$ cat config.mk
export PLATFORM = sky130hd
export DESIGN_NAME = nvh_host
export DESIGN_NICKNAME = d
export VERILOG_FILES = /design/src/shared/nvh_pkg.sv /design/src/hdl/nvh_host.sv
export VERILOG_INCLUDE_DIRS = /design/src /design/src/shared
export SDC_FILE = /design/constraint.sdc
export NUM_CORES = 1
export LEC_CHECK = 0
export BUFFER_PORTS_ARGS = -buffer_cell sky130_fd_sc_hd__buf_2
export CORE_AREA = 4 4 89 108
export CTS_BUF_LIST = sky130_fd_sc_hd__clkbuf_4
export DETAILED_ROUTE_END_ITERATION = 12
export DIE_AREA = 0 0 93 112
export GPL_TIMING_DRIVEN = 0
export SETUP_SLACK_MARGIN = 0.15
export SLEW_MARGIN = 20
export SYNTH_ARGS = -nofsm -noshare
export SYNTH_HDL_FRONTEND = slang
export SYNTH_SLANG_ARGS = --single-unit
$ cat constraint.sdc
create_clock -name CLOCK_I -period 2.5 [get_ports CLOCK_I]
set_input_delay 0.125 -clock CLOCK_I [delete_from_list [all_inputs] [get_ports CLOCK_I]]
set_output_delay 0.125 -clock CLOCK_I [all_outputs]
set_load 0.005 [all_outputs]
$ cat src/shared/nvh_map.svh
/*
 * Timing constants and field positions for the host controller of the
 * nonvolatile clock RAM port. Assumes a 10 MHz system clock.
 */
`ifndef NVH_MAP_SVH
`define NVH_MAP_SVH

`define NVH_CLK_PERIOD_NS 100
// access times (ns), slow-supply figures so both grades are covered
`define NVH_ADDRESS_ACCESS_TIME_NS 120
`define NVH_SELECT_ACCESS_TIME_NS 120
`define NVH_DRIVE_ACCESS_TIME_NS 100
`define NVH_OUTPUT_HOLD_TIME_NS 5
`define NVH_RECOVERY_GAP_TIME_NS 10
`define NVH_DATA_SETUP_TIME_NS 80
`define NVH_DATA_HOLD_TIME_NS 0
`define NVH_STORE_FLOAT_TIME_NS 40
`define NVH_STROBE_WIDTH_NS 110
// least times round up to whole cycles, never below one
`define NVH_CYC_UP(ns) (((ns) + `NVH_CLK_PERIOD_NS - 1) / `NVH_CLK_PERIOD_NS)
`define NVH_CYC_MIN1(ns) ((`NVH_CYC_UP(ns) < 1) ? 1 : `NVH_CYC_UP(ns))
`define NVH_READ_CYC `NVH_CYC_MIN1(`NVH_ADDRESS_ACCESS_TIME_NS)
`define NVH_STROBE_CYC `NVH_CYC_MIN1(`NVH_STROBE_WIDTH_NS)
`define NVH_GAP_CYC `NVH_CYC_MIN1(`NVH_RECOVERY_GAP_TIME_NS)
`define NVH_FLOAT_CYC `NVH_CYC_MIN1(`NVH_STORE_FLOAT_TIME_NS)
`define NVH_HOLD_CYC `NVH_CYC_MIN1(`NVH_DATA_HOLD_TIME_NS)

`define NVH_ADDR_W 19
`define NVH_DAY_ADDR 19'h7FFFC
`define NVH_BATT_BIT 7
`define NVH_CNT_W 4

`endif

$ cat src/shared/nvh_pkg.sv
/*
 * Types for the host controller of the clock RAM port.
 * Assumes nvh_map.svh is on the include path.
 */
`include "nvh_map.svh"

package nvh_pkg;
	typedef enum logic [2:0] {
		NVH_IDLE,
		NVH_RD_WAIT,
		NVH_WR_FLOAT,
		NVH_WR_STROBE,
		NVH_WR_HOLD,
		NVH_GAP
	} nvh_state_t;

	typedef struct packed {
		nvh_state_t st;
		logic [`NVH_CNT_W-1:0] cnt;
		logic [`NVH_ADDR_W-1:0] addr;
		logic [7:0] wdata;
		logic [7:0] rdata;
		logic sel_n;
		logic drv_n;
		logic str_n;
		logic dq_oe;
		logic busy;
		logic done;
		logic rej;
		logic batt_ok;
		logic batt_seen;
		logic pg_s1;
		logic pg_s2;
		logic [7:0] dq_s1;
		logic [7:0] dq_s2;
		logic pfr;
		logic unrel;
	} nvh_regs_t;
endpackage

$ cat src/hdl/nvh_host.sv
/*
 * Host controller driving the byte-wide asynchronous port of a
 * nonvolatile clock RAM: one read or one write per request.
 * Assumes the device pins are wired outside, data pins resolved from
 * DQ_OE_O; power-good arrives asynchronously from the device side.
 */
`timescale 1ns/1ps

module nvh_host
	import nvh_pkg::*;
(
	input wire logic CLOCK_I,
	input wire logic NRST_I,
	input wire logic REQ_I,
	input wire logic WRITE_I,
	input wire logic [`NVH_ADDR_W-1:0] ADDR_I,
	input wire logic [7:0] WDATA_I,
	input wire logic POWER_GOOD_I,
	input wire logic [7:0] DQ_I,
	output logic [`NVH_ADDR_W-1:0] ADDR_O,
	output logic [7:0] DQ_O,
	output logic DQ_OE_O,
	output logic SELECT_N_O,
	output logic DRIVE_N_O,
	output logic STORE_N_O,
	output logic BUSY_O,
	output logic DONE_O,
	output logic REJECT_O,
	output logic [7:0] RDATA_O,
	output logic POWER_FAIL_RESET_O,
	output logic BATTERY_GOOD_FLAG_O,
	output logic BATTERY_UNRELIABLE_O
);

	localparam logic [`NVH_CNT_W-1:0] READ_CYC = `NVH_CNT_W'(`NVH_READ_CYC);
	localparam logic [`NVH_CNT_W-1:0] STROBE_CYC = `NVH_CNT_W'(`NVH_STROBE_CYC);
	localparam logic [`NVH_CNT_W-1:0] GAP_CYC = `NVH_CNT_W'(`NVH_GAP_CYC);
	localparam logic [`NVH_CNT_W-1:0] FLOAT_CYC = `NVH_CNT_W'(`NVH_FLOAT_CYC);
	localparam logic [`NVH_CNT_W-1:0] HOLD_CYC = `NVH_CNT_W'(`NVH_HOLD_CYC);

	nvh_regs_t r_q;
	nvh_regs_t r_d;

	////////////////////////////////////////////////////////////////////////
	always_comb begin
		r_d = r_q;
		// data pins pass two flops like power-good; costs two read cycles
		r_d.pg_s1 = POWER_GOOD_I;
		r_d.pg_s2 = r_q.pg_s1;
		r_d.dq_s1 = DQ_I;
		r_d.dq_s2 = r_q.dq_s1;
		r_d.done = 1'b0;
		r_d.rej = 1'b0;
		case (r_q.st)
			NVH_IDLE: begin
				r_d.sel_n = 1'b1;
				r_d.drv_n = 1'b1;
				r_d.str_n = 1'b1;
				r_d.dq_oe = 1'b0;
				if (REQ_I) begin
					if (!r_q.pg_s2) begin
						r_d.rej = 1'b1;
					end else begin
						r_d.addr = ADDR_I;
						r_d.wdata = WDATA_I;
						r_d.busy = 1'b1;
						r_d.cnt = '0;
						r_d.sel_n = 1'b0;
						if (WRITE_I) begin
							r_d.st = NVH_WR_FLOAT;
						end else begin
							r_d.drv_n = 1'b0;
							r_d.st = NVH_RD_WAIT;
						end
					end
				end
			end
			NVH_RD_WAIT: begin
				r_d.cnt = r_q.cnt + 1'b1;
				// two extra cycles cover the data synchroniser
				// wait longest access
				if (r_q.cnt + 1'b1 >= READ_CYC + 2'd2) begin
					r_d.rdata = r_q.dq_s2;
					if (r_q.addr == `NVH_DAY_ADDR) begin
						r_d.batt_ok = r_q.dq_s2[`NVH_BATT_BIT];
						r_d.batt_seen = 1'b1;
					end
					r_d.done = 1'b1;
					r_d.sel_n = 1'b1;
					r_d.drv_n = 1'b1;
					r_d.cnt = '0;
					r_d.st = NVH_GAP;
				end
			end
			NVH_WR_FLOAT: begin
				r_d.cnt = r_q.cnt + 1'b1;
				if (r_q.cnt + 1'b1 >= FLOAT_CYC) begin
					r_d.dq_oe = 1'b1;
					r_d.str_n = 1'b0;
					r_d.cnt = '0;
					r_d.st = NVH_WR_STROBE;
				end
			end
			NVH_WR_STROBE: begin
				r_d.cnt = r_q.cnt + 1'b1;
				if (r_q.cnt + 1'b1 >= STROBE_CYC) begin
					r_d.str_n = 1'b1;
					r_d.sel_n = 1'b1;
					r_d.cnt = '0;
					r_d.st = NVH_WR_HOLD;
				end
			end
			NVH_WR_HOLD: begin
				r_d.cnt = r_q.cnt + 1'b1;
				if (r_q.cnt + 1'b1 >= HOLD_CYC) begin
					r_d.dq_oe = 1'b0;
					r_d.done = 1'b1;
					r_d.cnt = '0;
					r_d.st = NVH_GAP;
				end
			end
			NVH_GAP: begin
				r_d.cnt = r_q.cnt + 1'b1;
				if (r_q.cnt + 1'b1 >= GAP_CYC) begin
					r_d.busy = 1'b0;
					r_d.cnt = '0;
					r_d.st = NVH_IDLE;
				end
			end
			default: begin
				r_d.st = NVH_IDLE;
			end
		endcase
		// reset mirror, registered for a clean pin
		r_d.pfr = !r_q.pg_s2;
		// unreliable while the last flag read was clear
		r_d.unrel = r_d.batt_seen & !r_d.batt_ok;
	end

	////////////////////////////////////////////////////////////////////////
	always_ff @(posedge CLOCK_I or negedge NRST_I) begin
		if (!NRST_I) begin
			r_q <= '{st: NVH_IDLE, cnt: '0, addr: '0, wdata: 8'h00, rdata: 8'h00,
				sel_n: 1'b1, drv_n: 1'b1, str_n: 1'b1, dq_oe: 1'b0, busy: 1'b0,
				done: 1'b0, rej: 1'b0, batt_ok: 1'b1, batt_seen: 1'b0,
				pg_s1: 1'b0, pg_s2: 1'b0, dq_s1: 8'h00, dq_s2: 8'h00,
				pfr: 1'b1, unrel: 1'b0};
		end else begin
			r_q <= r_d;
		end
	end

	assign ADDR_O = r_q.addr;
	assign DQ_O = r_q.wdata;
	assign DQ_OE_O = r_q.dq_oe;
	assign SELECT_N_O = r_q.sel_n;
	assign DRIVE_N_O = r_q.drv_n;
	assign STORE_N_O = r_q.str_n;
	assign BUSY_O = r_q.busy;
	assign DONE_O = r_q.done;
	assign REJECT_O = r_q.rej;
	assign RDATA_O = r_q.rdata;
	assign POWER_FAIL_RESET_O = r_q.pfr;
	assign BATTERY_GOOD_FLAG_O = r_q.batt_ok;
	assign BATTERY_UNRELIABLE_O = r_q.unrel;

	////////////////////////////////////////////////////////////////////////
	// own pins only; what the device does is judged by the bench model
	a_no_contention: assert property (@(posedge CLOCK_I) disable iff (!NRST_I)
		r_q.dq_oe |-> r_q.drv_n) else $error("host drives data with drive pin low");
	a_write_strobe_sel: assert property (@(posedge CLOCK_I) disable iff (!NRST_I)
		!r_q.str_n |-> !r_q.sel_n && r_q.dq_oe) else $error("strobe without select or data");
	a_float_before_drive: assert property (@(posedge CLOCK_I) disable iff (!NRST_I)
		$rose(r_q.dq_oe) |-> $past(r_q.st) == NVH_WR_FLOAT) else $error("data driven early");
	a_addr_stable: assert property (@(posedge CLOCK_I) disable iff (!NRST_I)
		(!r_q.sel_n && $past(!r_q.sel_n)) |-> $stable(r_q.addr)) else $error("address moved");
	a_reject_pgood: assert property (@(posedge CLOCK_I) disable iff (!NRST_I)
		(r_q.st == NVH_IDLE && !r_q.pg_s2) |=> r_q.sel_n) else $error("access at power fail");
	a_read_wait: assert property (@(posedge CLOCK_I) disable iff (!NRST_I)
		$fell(r_q.drv_n) |-> !r_q.done [*4]) else $error("read finished too soon");
	a_gap_after: assert property (@(posedge CLOCK_I) disable iff (!NRST_I)
		$rose(r_q.sel_n) |=> r_q.sel_n) else $error("recovery gap missing");
	a_read_mode: assert property (@(posedge CLOCK_I) disable iff (!NRST_I)
		!r_q.drv_n |-> !r_q.sel_n && r_q.str_n) else $error("bad read pin state");
	a_reset_out: assert property (@(posedge CLOCK_I) disable iff (!NRST_I)
		!r_q.pg_s2 |=> POWER_FAIL_RESET_O) else $error("reset not shown");
	a_strobe_width: assert property (@(posedge CLOCK_I) disable iff (!NRST_I)
		$fell(r_q.str_n) |-> !r_q.str_n [*2] ##1 r_q.str_n) else $error("strobe width wrong");
	a_data_hold: assert property (@(posedge CLOCK_I) disable iff (!NRST_I)
		$rose(r_q.str_n) |-> r_q.dq_oe && $stable(r_q.wdata)) else $error("data lost at write end");
	a_reject_idle: assert property (@(posedge CLOCK_I) disable iff (!NRST_I)
		r_q.rej |-> r_q.sel_n && r_q.str_n && !r_q.dq_oe && !r_q.busy)
		else $error("reject moved pins");

endmodule // nvh_host

==> results of run 1 <==
==> metal layers <==
metal,share of wire,GRT usage,vias to the layer above
met2,0.52,0.2283,62
li1,-,-,1036
met3,0.059,0.04189,9
met1,0.40,0.1495,1031
met4,0.018,0.05572,0
met5,0,0,-
==> power groups by stage <==
stage / sequential [W] / combinational [W] / clock (W)
after floorplan: 0.00176 / 0.00120 / 0
after global placement: 0.00181 / 0.00171 / 0
after detailed placement: 0.00183 / 0.00174 / 0
after CTS: 0.00180 / 0.00179 / 0.000764
after global routing: 0.00186 / 0.00196 / 0.000804
final: 0.00180 / 0.00176 / 0.000736
==> layout by cell type, fill, tap and decap left out, types with 2 or more instances in the layout <==
cell type and n:
clkbuf_1 3, nand4b_1 2, o31ai_1 2, a32o_1 3, buf_4 38, nor3_1 3
dlygate4sd3_1 39, mux2_2 37, ha_1 2, clkbuf_4 9, o211ai_1 3, and2_1 4
dfstp_2 5, nand4_1 5, buf_2 85, a31oi_1 3, nand2b_1 2, a22oi_1 2
a21oi_1 5, clkinv_4 2, o22ai_1 2, o21ai_0 4, nand2_1 5, nor2_1 3
dfrtp_1 66, inv_1 9
==> logic make-up (layout without fill, tap and decap cells) <==
logic type,count (synthesis),count (layout),share of synthesized area
DFF,71,71,0.5933
AOI/OAI and AO/OA,30,30,0.07285
adders and majority gates,2,2,0.008325
buffers and inverters,52,192,0.1145
and+or+nand+nor,34,34,0.06911
muxes,38,38,0.1420
==> how the worst max path moves through the flow <==
stage	start	to	slack, ps
CTS	r_q[69]$_DFFE_PN0P_	ADDR_O[17]$_DFFE_PN0P_	400
floorplan	r_q[64]$_DFFE_PN0P_	RDATA_O[0]$_DFFE_PN0P_	600
detailed placement	r_q[64]$_DFFE_PN0P_	RDATA_O[5]$_DFFE_PN0P_	430
finish	r_q[64]$_DFFE_PN0P_	RDATA_O[5]$_DFFE_PN0P_	440
global route	r_q[69]$_DFFE_PN0P_	ADDR_O[17]$_DFFE_PN0P_	280
global placement	r_q[69]$_DFFE_PN0P_	ADDR_O[13]$_DFFE_PN0P_	410
==> flip-flops by register name, summed over array words and instances (netlist names), 8 cells and up <==
signal and cells:
r_d 9, DQ_O 8, ADDR_O 19, RDATA_O 8
r_q 17
==> layout make-up <==
cell class | instances | area [sq um] | share of cell area
buffer | 43 | 310.3 | 0.07522
clock buffer | 9 | 67.56 | 0.01638
tap | 117 | 146.4 | 0.03549
multi-input combinational | 104 | 878.3 | 0.2129
sequential | 71 | 1783 | 0.4322
inverter | 9 | 33.78 | 0.008189
clock inverter | 7 | 72.57 | 0.01759
timing repair buffer | 124 | 833.3 | 0.2020
==> metrics by stage <==
| step | worst slack, ps | util |
|---|---|---|
| CTS | 402.9 | 0.4843 |
| floorplan | 602.7 | - |
| finish | 440.3 | 0.4843 |
| global placement | 406.6 | 0.4194 |
| global route | 275.3 | 0.4843 |
| detailed placement | 429.6 | 0.4220 |
==> timing repair <==
item | CTS | global route
setup buffers | 0 | 0
endpoints found under the hold margin | 95 | 0
resized for setup | 0 | 0
hold buffers | 39 | 0
==> flow_summary.json, run 1 <==
{
  "post_synthesis_net_count": 269,
  "syn-cell-area_sq_um": 3005,
  "die_w_um": 93,
  "crit_cells": 6,
  "final_weighted_congestion_of_routability_driven_global_placement": 0.8711,
  "io_pins": 85,
  "gr-usage-all-layers": 0.1324,
  "max-clock-path-buffers": 2,
  "report.power.total_w": 0.004296,
  "layout.cell_area.non_filler_sq_um": 4125,
  "final-hold-violation-count": 0,
  "power_leakage_nw": 1.969,
  "postSynthAreaPerCell_sq_um": 13.24,
  "area_growth_pct": 37.26,
  "vias_per_cell": 4.417,
  "core_sq_um": 8518,
  "port_buffers": 84,
  "fill_cells": 816,
  "path_max_fanout": 7,
  "antenna_violating_nets_post_route": 0,
  "synth.cells.most_frequent": "dfrtp_1, buf_4, mux2_2",
  "crit-reg2reg-capture": "RDATA_O[5]$_DFFE_PN0P_",
  "dr.pass1.iters": 4,
  "setup_violations_final": 0,
  "critPathRequiredTime_ps": 2810,
  "detail_route.drc_violations": 0,
  "max-vdd-ir-drop_mv": 0.4667,
  "yosys_register_bits": 71,
  "setup.worst_path.class": "reg -> reg",
  "worstPathCellList": "ha_1 -> and2_2 -> a311oi_2 -> and2_1 -> buf_6 -> mux2_2",
  "cp.buffers_inverters": 1,
  "critical_path.slowest_cell": "dfrtp_1",
  "largest_net_degree_at_the_start_of_global_routing": 42,
  "synth-seq-area-share": 0.5933,
  "grt_first_pass_wirelength_mm": 10.85,
  "intPower_w": 0.002938,
  "iteration_0_drc_markers": 96,
  "cts.root.buffer_cell": "clkbuf_4",
  "cp_data_arrival_time_ps": 2370,
  "n_antenna_cell": 0,
  "synthCells": 227,
  "synth.yosys.warnings": 0,
  "first_global_vias": 2320,
  "setup_tns_ps": 0,
  "route.detailed.wl_per_inst_um": 13.10,
  "hpwlAfterDp_mm": 4.408,
  "synth.largest_area_cell": "dfrtp_1",
  "critPathTopFamily": "flip-flops",
  "synth_edf_count": 0,
  "power.net_switching_w": 0.001359,
  "tritoncts": "done",
  "tmin_final_ps": 2060,
  "worstSetupEndpointType": "register",
  "tritoncts_sinks": 71,
  "power.density_cell_area_nw_per_um2": 1041,
  "max_freq_mhz": 485.5,
  "crit_path_start_kind": "register",
  "worst_hold_path_type": "in -> async",
  "slew_viol_final": 0,
  "detailroute.via_count": 2138,
  "synth_cell_types": 41,
  "depth_of_the_worst_register_to_register_path": 6,
  "worstSkewPairLatency_ps": 410,
  "p_sw_frac": 0.3162,
  "async_reset_ff_frac": 1.000,
  "power.sequential.fraction": 0.418,
  "final.hold.worst_slack_ps": 164.2,
  "max_cap_violations": 0,
  "setup_repair_after_global_routing_missed_its_margin": "false",
  "initial_utilization": 0.3528,
  "synth_most_common_cell": "dfrtp_1",
  "proportion_of_layout_cells_with_a_drive_suffix_above_1": 0.5123,
  "final.setup_skew_ps": 12.60,
  "p_comb_frac": 0.410,
  "total_routed_length_mm": 6.339,
  "htreeDepth": 3,
  "slew_headroom": 0.6790,
  "number_of_antenna_violations_at_the_first_check_in_global_routing": 0,
  "tightestPinTransition_ps": 479.3,
  "max_stage_delay_ps": 470,
  "synthTopCellsByArea": "dfrtp_1, mux2_2, buf_4",
  "dp.cells": 429,
  "synth_top_cell_area_share": 0.5495,
  "die_height_um": 112,
  "num-nets-final": 404,
  "cts.reportedPaths.clkPinSlew_ps": 120,
  "synth-main-ff-cell": "dfrtp_1",
  "r2r_start": "r_q[64]$_DFFE_PN0P_",
  "instances_no_fill": 484,
  "die_area_sq_um": 10420,
  "final.period_utilization": 0.8239,
  "standard_cell_area_after_detailed_placement_sq_um": 3595,
  "rows": 37,
  "clock_power_share": 0.171,
  "worst-r2r-setup-slack_ps": 440,
  "outcome": "complete, no violations",
  "numCtsBuffers": 9,
  "grt_remaining_overflow": 0
}
Power figures use the tool's default switching activity.
==> run 2, diff against run 1 <==
==> constraint.sdc (replaced) <==
create_clock -name CLOCK_I -period 2.1 [get_ports CLOCK_I]
set_input_delay 0.105 -clock CLOCK_I [delete_from_list [all_inputs] [get_ports CLOCK_I]]
set_output_delay 0.105 -clock CLOCK_I [all_outputs]
set_load 0.005 [all_outputs]
==> flow_summary.json, run 2 (synthesis gave the netlist of run 1 again) <==
{
  "worstSetupEndpointType": "register",
  "fill_cells": 806,
  "final_weighted_congestion_of_routability_driven_global_placement": 0.8711,
  "setup_tns_ps": 0,
  "gr-usage-all-layers": 0.1332,
  "depth_of_the_worst_register_to_register_path": 6,
  "dp.cells": 429,
  "proportion_of_layout_cells_with_a_drive_suffix_above_1": 0.5312,
  "core_sq_um": 8518,
  "area.sequential_sq_um": 1784,
  "number_of_antenna_violations_at_the_first_check_in_global_routing": 0,
  "critPathRequiredTime_ps": 2410,
  "max-vdd-ir-drop_mv": 0.5553,
  "io_pins": 85,
  "n_antenna_cell": 0,
  "path_max_fanout": 7,
  "numCtsBuffers": 9,
  "port_buffers": 84,
  "power.density_cell_area_nw_per_um2": 1243,
  "hpwlAfterDp_mm": 4.408,
  "slew_viol_final": 0,
  "final.setup_skew_ps": 9.874,
  "total_routed_length_mm": 6.487,
  "iteration_0_drc_markers": 89,
  "detailroute.via_count": 2151,
  "max_cap_violations": 0,
  "tritoncts_sinks": 71,
  "first_global_vias": 2332,
  "worst_hold_path_type": "in -> async",
  "setup.worst_path.class": "reg -> reg",
  "largest_net_degree_at_the_start_of_global_routing": 42,
  "detail_route.drc_violations": 0,
  "grt_first_pass_wirelength_mm": 10.93,
  "vias_per_cell": 4.426,
  "htreeDepth": 3,
  "critPathLaunch": "r_q[64]$_DFFE_PN0P_",
  "crit_path_start_kind": "register",
  "tightestPinTransition_ps": 430.7,
  "worstSkewPairLatency_ps": 410,
  "max_freq_mhz": 527.2,
  "tmin_final_ps": 1897,
  "num-nets-final": 406,
  "area_growth_pct": 39.55,
  "multi_input_area_sq_um": 928.4,
  "final-hold-violation-count": 0,
  "setup_repair_after_global_routing_missed_its_margin": "false",
  "slew_headroom": 0.7128,
  "dr.pass1.iters": 4,
  "grt_remaining_overflow": 0,
  "die_w_um": 93,
  "setup_violations_final": 0,
  "outcome": "complete, no violations",
  "die_area_sq_um": 10420,
  "die_height_um": 112,
  "commonest_cells_after_routing_fill_and_taps_aside": "buf_2, dfrtp_1, buf_4, dlygate4sd3_1, mux2_2",
  "max-clock-path-buffers": 2,
  "layout_commonest_cell": "buf_2",
  "instances_no_fill": 486,
  "rows": 37,
  "cts.root.buffer_cell": "clkbuf_4",
  "cts.reportedPaths.clkPinSlew_ps": 120,
  "initial_utilization": 0.3528,
  "power_leakage_nw": 1.982,
  "antenna_violating_nets_post_route": 0,
  "r2r_start": "r_q[64]$_DFFE_PN0P_",
  "final.period_utilization": 0.9033,
  "route.detailed.wl_per_inst_um": 13.35,
  "tritoncts": "done",
  "cp_data_arrival_time_ps": 2210,
  "final.hold.worst_slack_ps": 144.5,
  "flip_flop_count_of_the_largest_register_all_copies_and_words_added": 19
}
==> run 2: changes by cell type in the layout (fill, tap and decap cells not counted), sizes merged <==
cell	change
buf	+1
clkbuf	+1
==> run 2: metal layers <==
| metal | share of wire | track usage |
|---|---|---|
| met1 | 0.40 | 0.1508 |
| met2 | 0.53 | 0.2283 |
| met3 | 0.057 | 0.04257 |
| met4 | 0.017 | 0.05767 |
| met5 | 0 | 0 |
==> run 2: through the flow <==
| step | setup slack, ps | total power [W] | utilization | instance area, sq um |
|---|---|---|---|---|
| floorplan | 202.7 | 0.003522 | - | 3005 |
| global placement | 6.630 | 0.004200 | 0.4194 | 3572 |
| detailed placement | 29.62 | 0.004239 | 0.4220 | 3595 |
| CTS | 163.5 | 0.005231 | 0.4881 | 4158 |
| global route | 143.8 | 0.005595 | 0.4924 | 4194 |
| finish | 203.1 | 0.005213 | 0.4924 | 4194 |
==> run 2: timing repair <==
action                     CTS  global route
setup endpoints to repair   33            15
cloned                       0             0
gates resized for setup      3             8
hold buffers                39             0
hold endpoints to repair   110             0
pin swaps                    1             2
buffers inserted             2             0
==> run 2: worst paths after layout <==
kind	to	slack (ps)
min reg2reg	r_q[4]$_DFF_PN0_	360
min	RDATA_O[6]$_DFFE_PN0P_	140
max reg2reg	RDATA_O[2]$_DFFE_PN0P_	200
max in group asynchronous	BATTERY_GOOD_FLAG_O$_DFF_PN1_	1350
min in group CLOCK_I	r_d[3]$_DFF_PN0_	320
max	RDATA_O[2]$_DFFE_PN0P_	200
==> run 2: cell type report <==
cell class | count | share of cell area
buffer | 43 | 0.07458
clock buffer | 9 | 0.01611
tap | 117 | 0.03490
timing repair buffer | 126 | 0.2023
inverter | 9 | 0.008055
sequential | 71 | 0.4254
clock inverter | 7 | 0.01730
multi-input combinational | 104 | 0.2214
==> run 2: power by group <==
group          switching, W  internal, W
clock network      0.000511     0.000365
registers          0.000306      0.00184
logic              0.000849      0.00134
==> run 2: worst max-delay path, stage by stage (launching register included) <==
cell and delay, ps:
dfrtp_2 450, buf_4 170, a21bo_2 240, a311oi_4 290
and2_4 200, buf_6 120, mux2_2 330
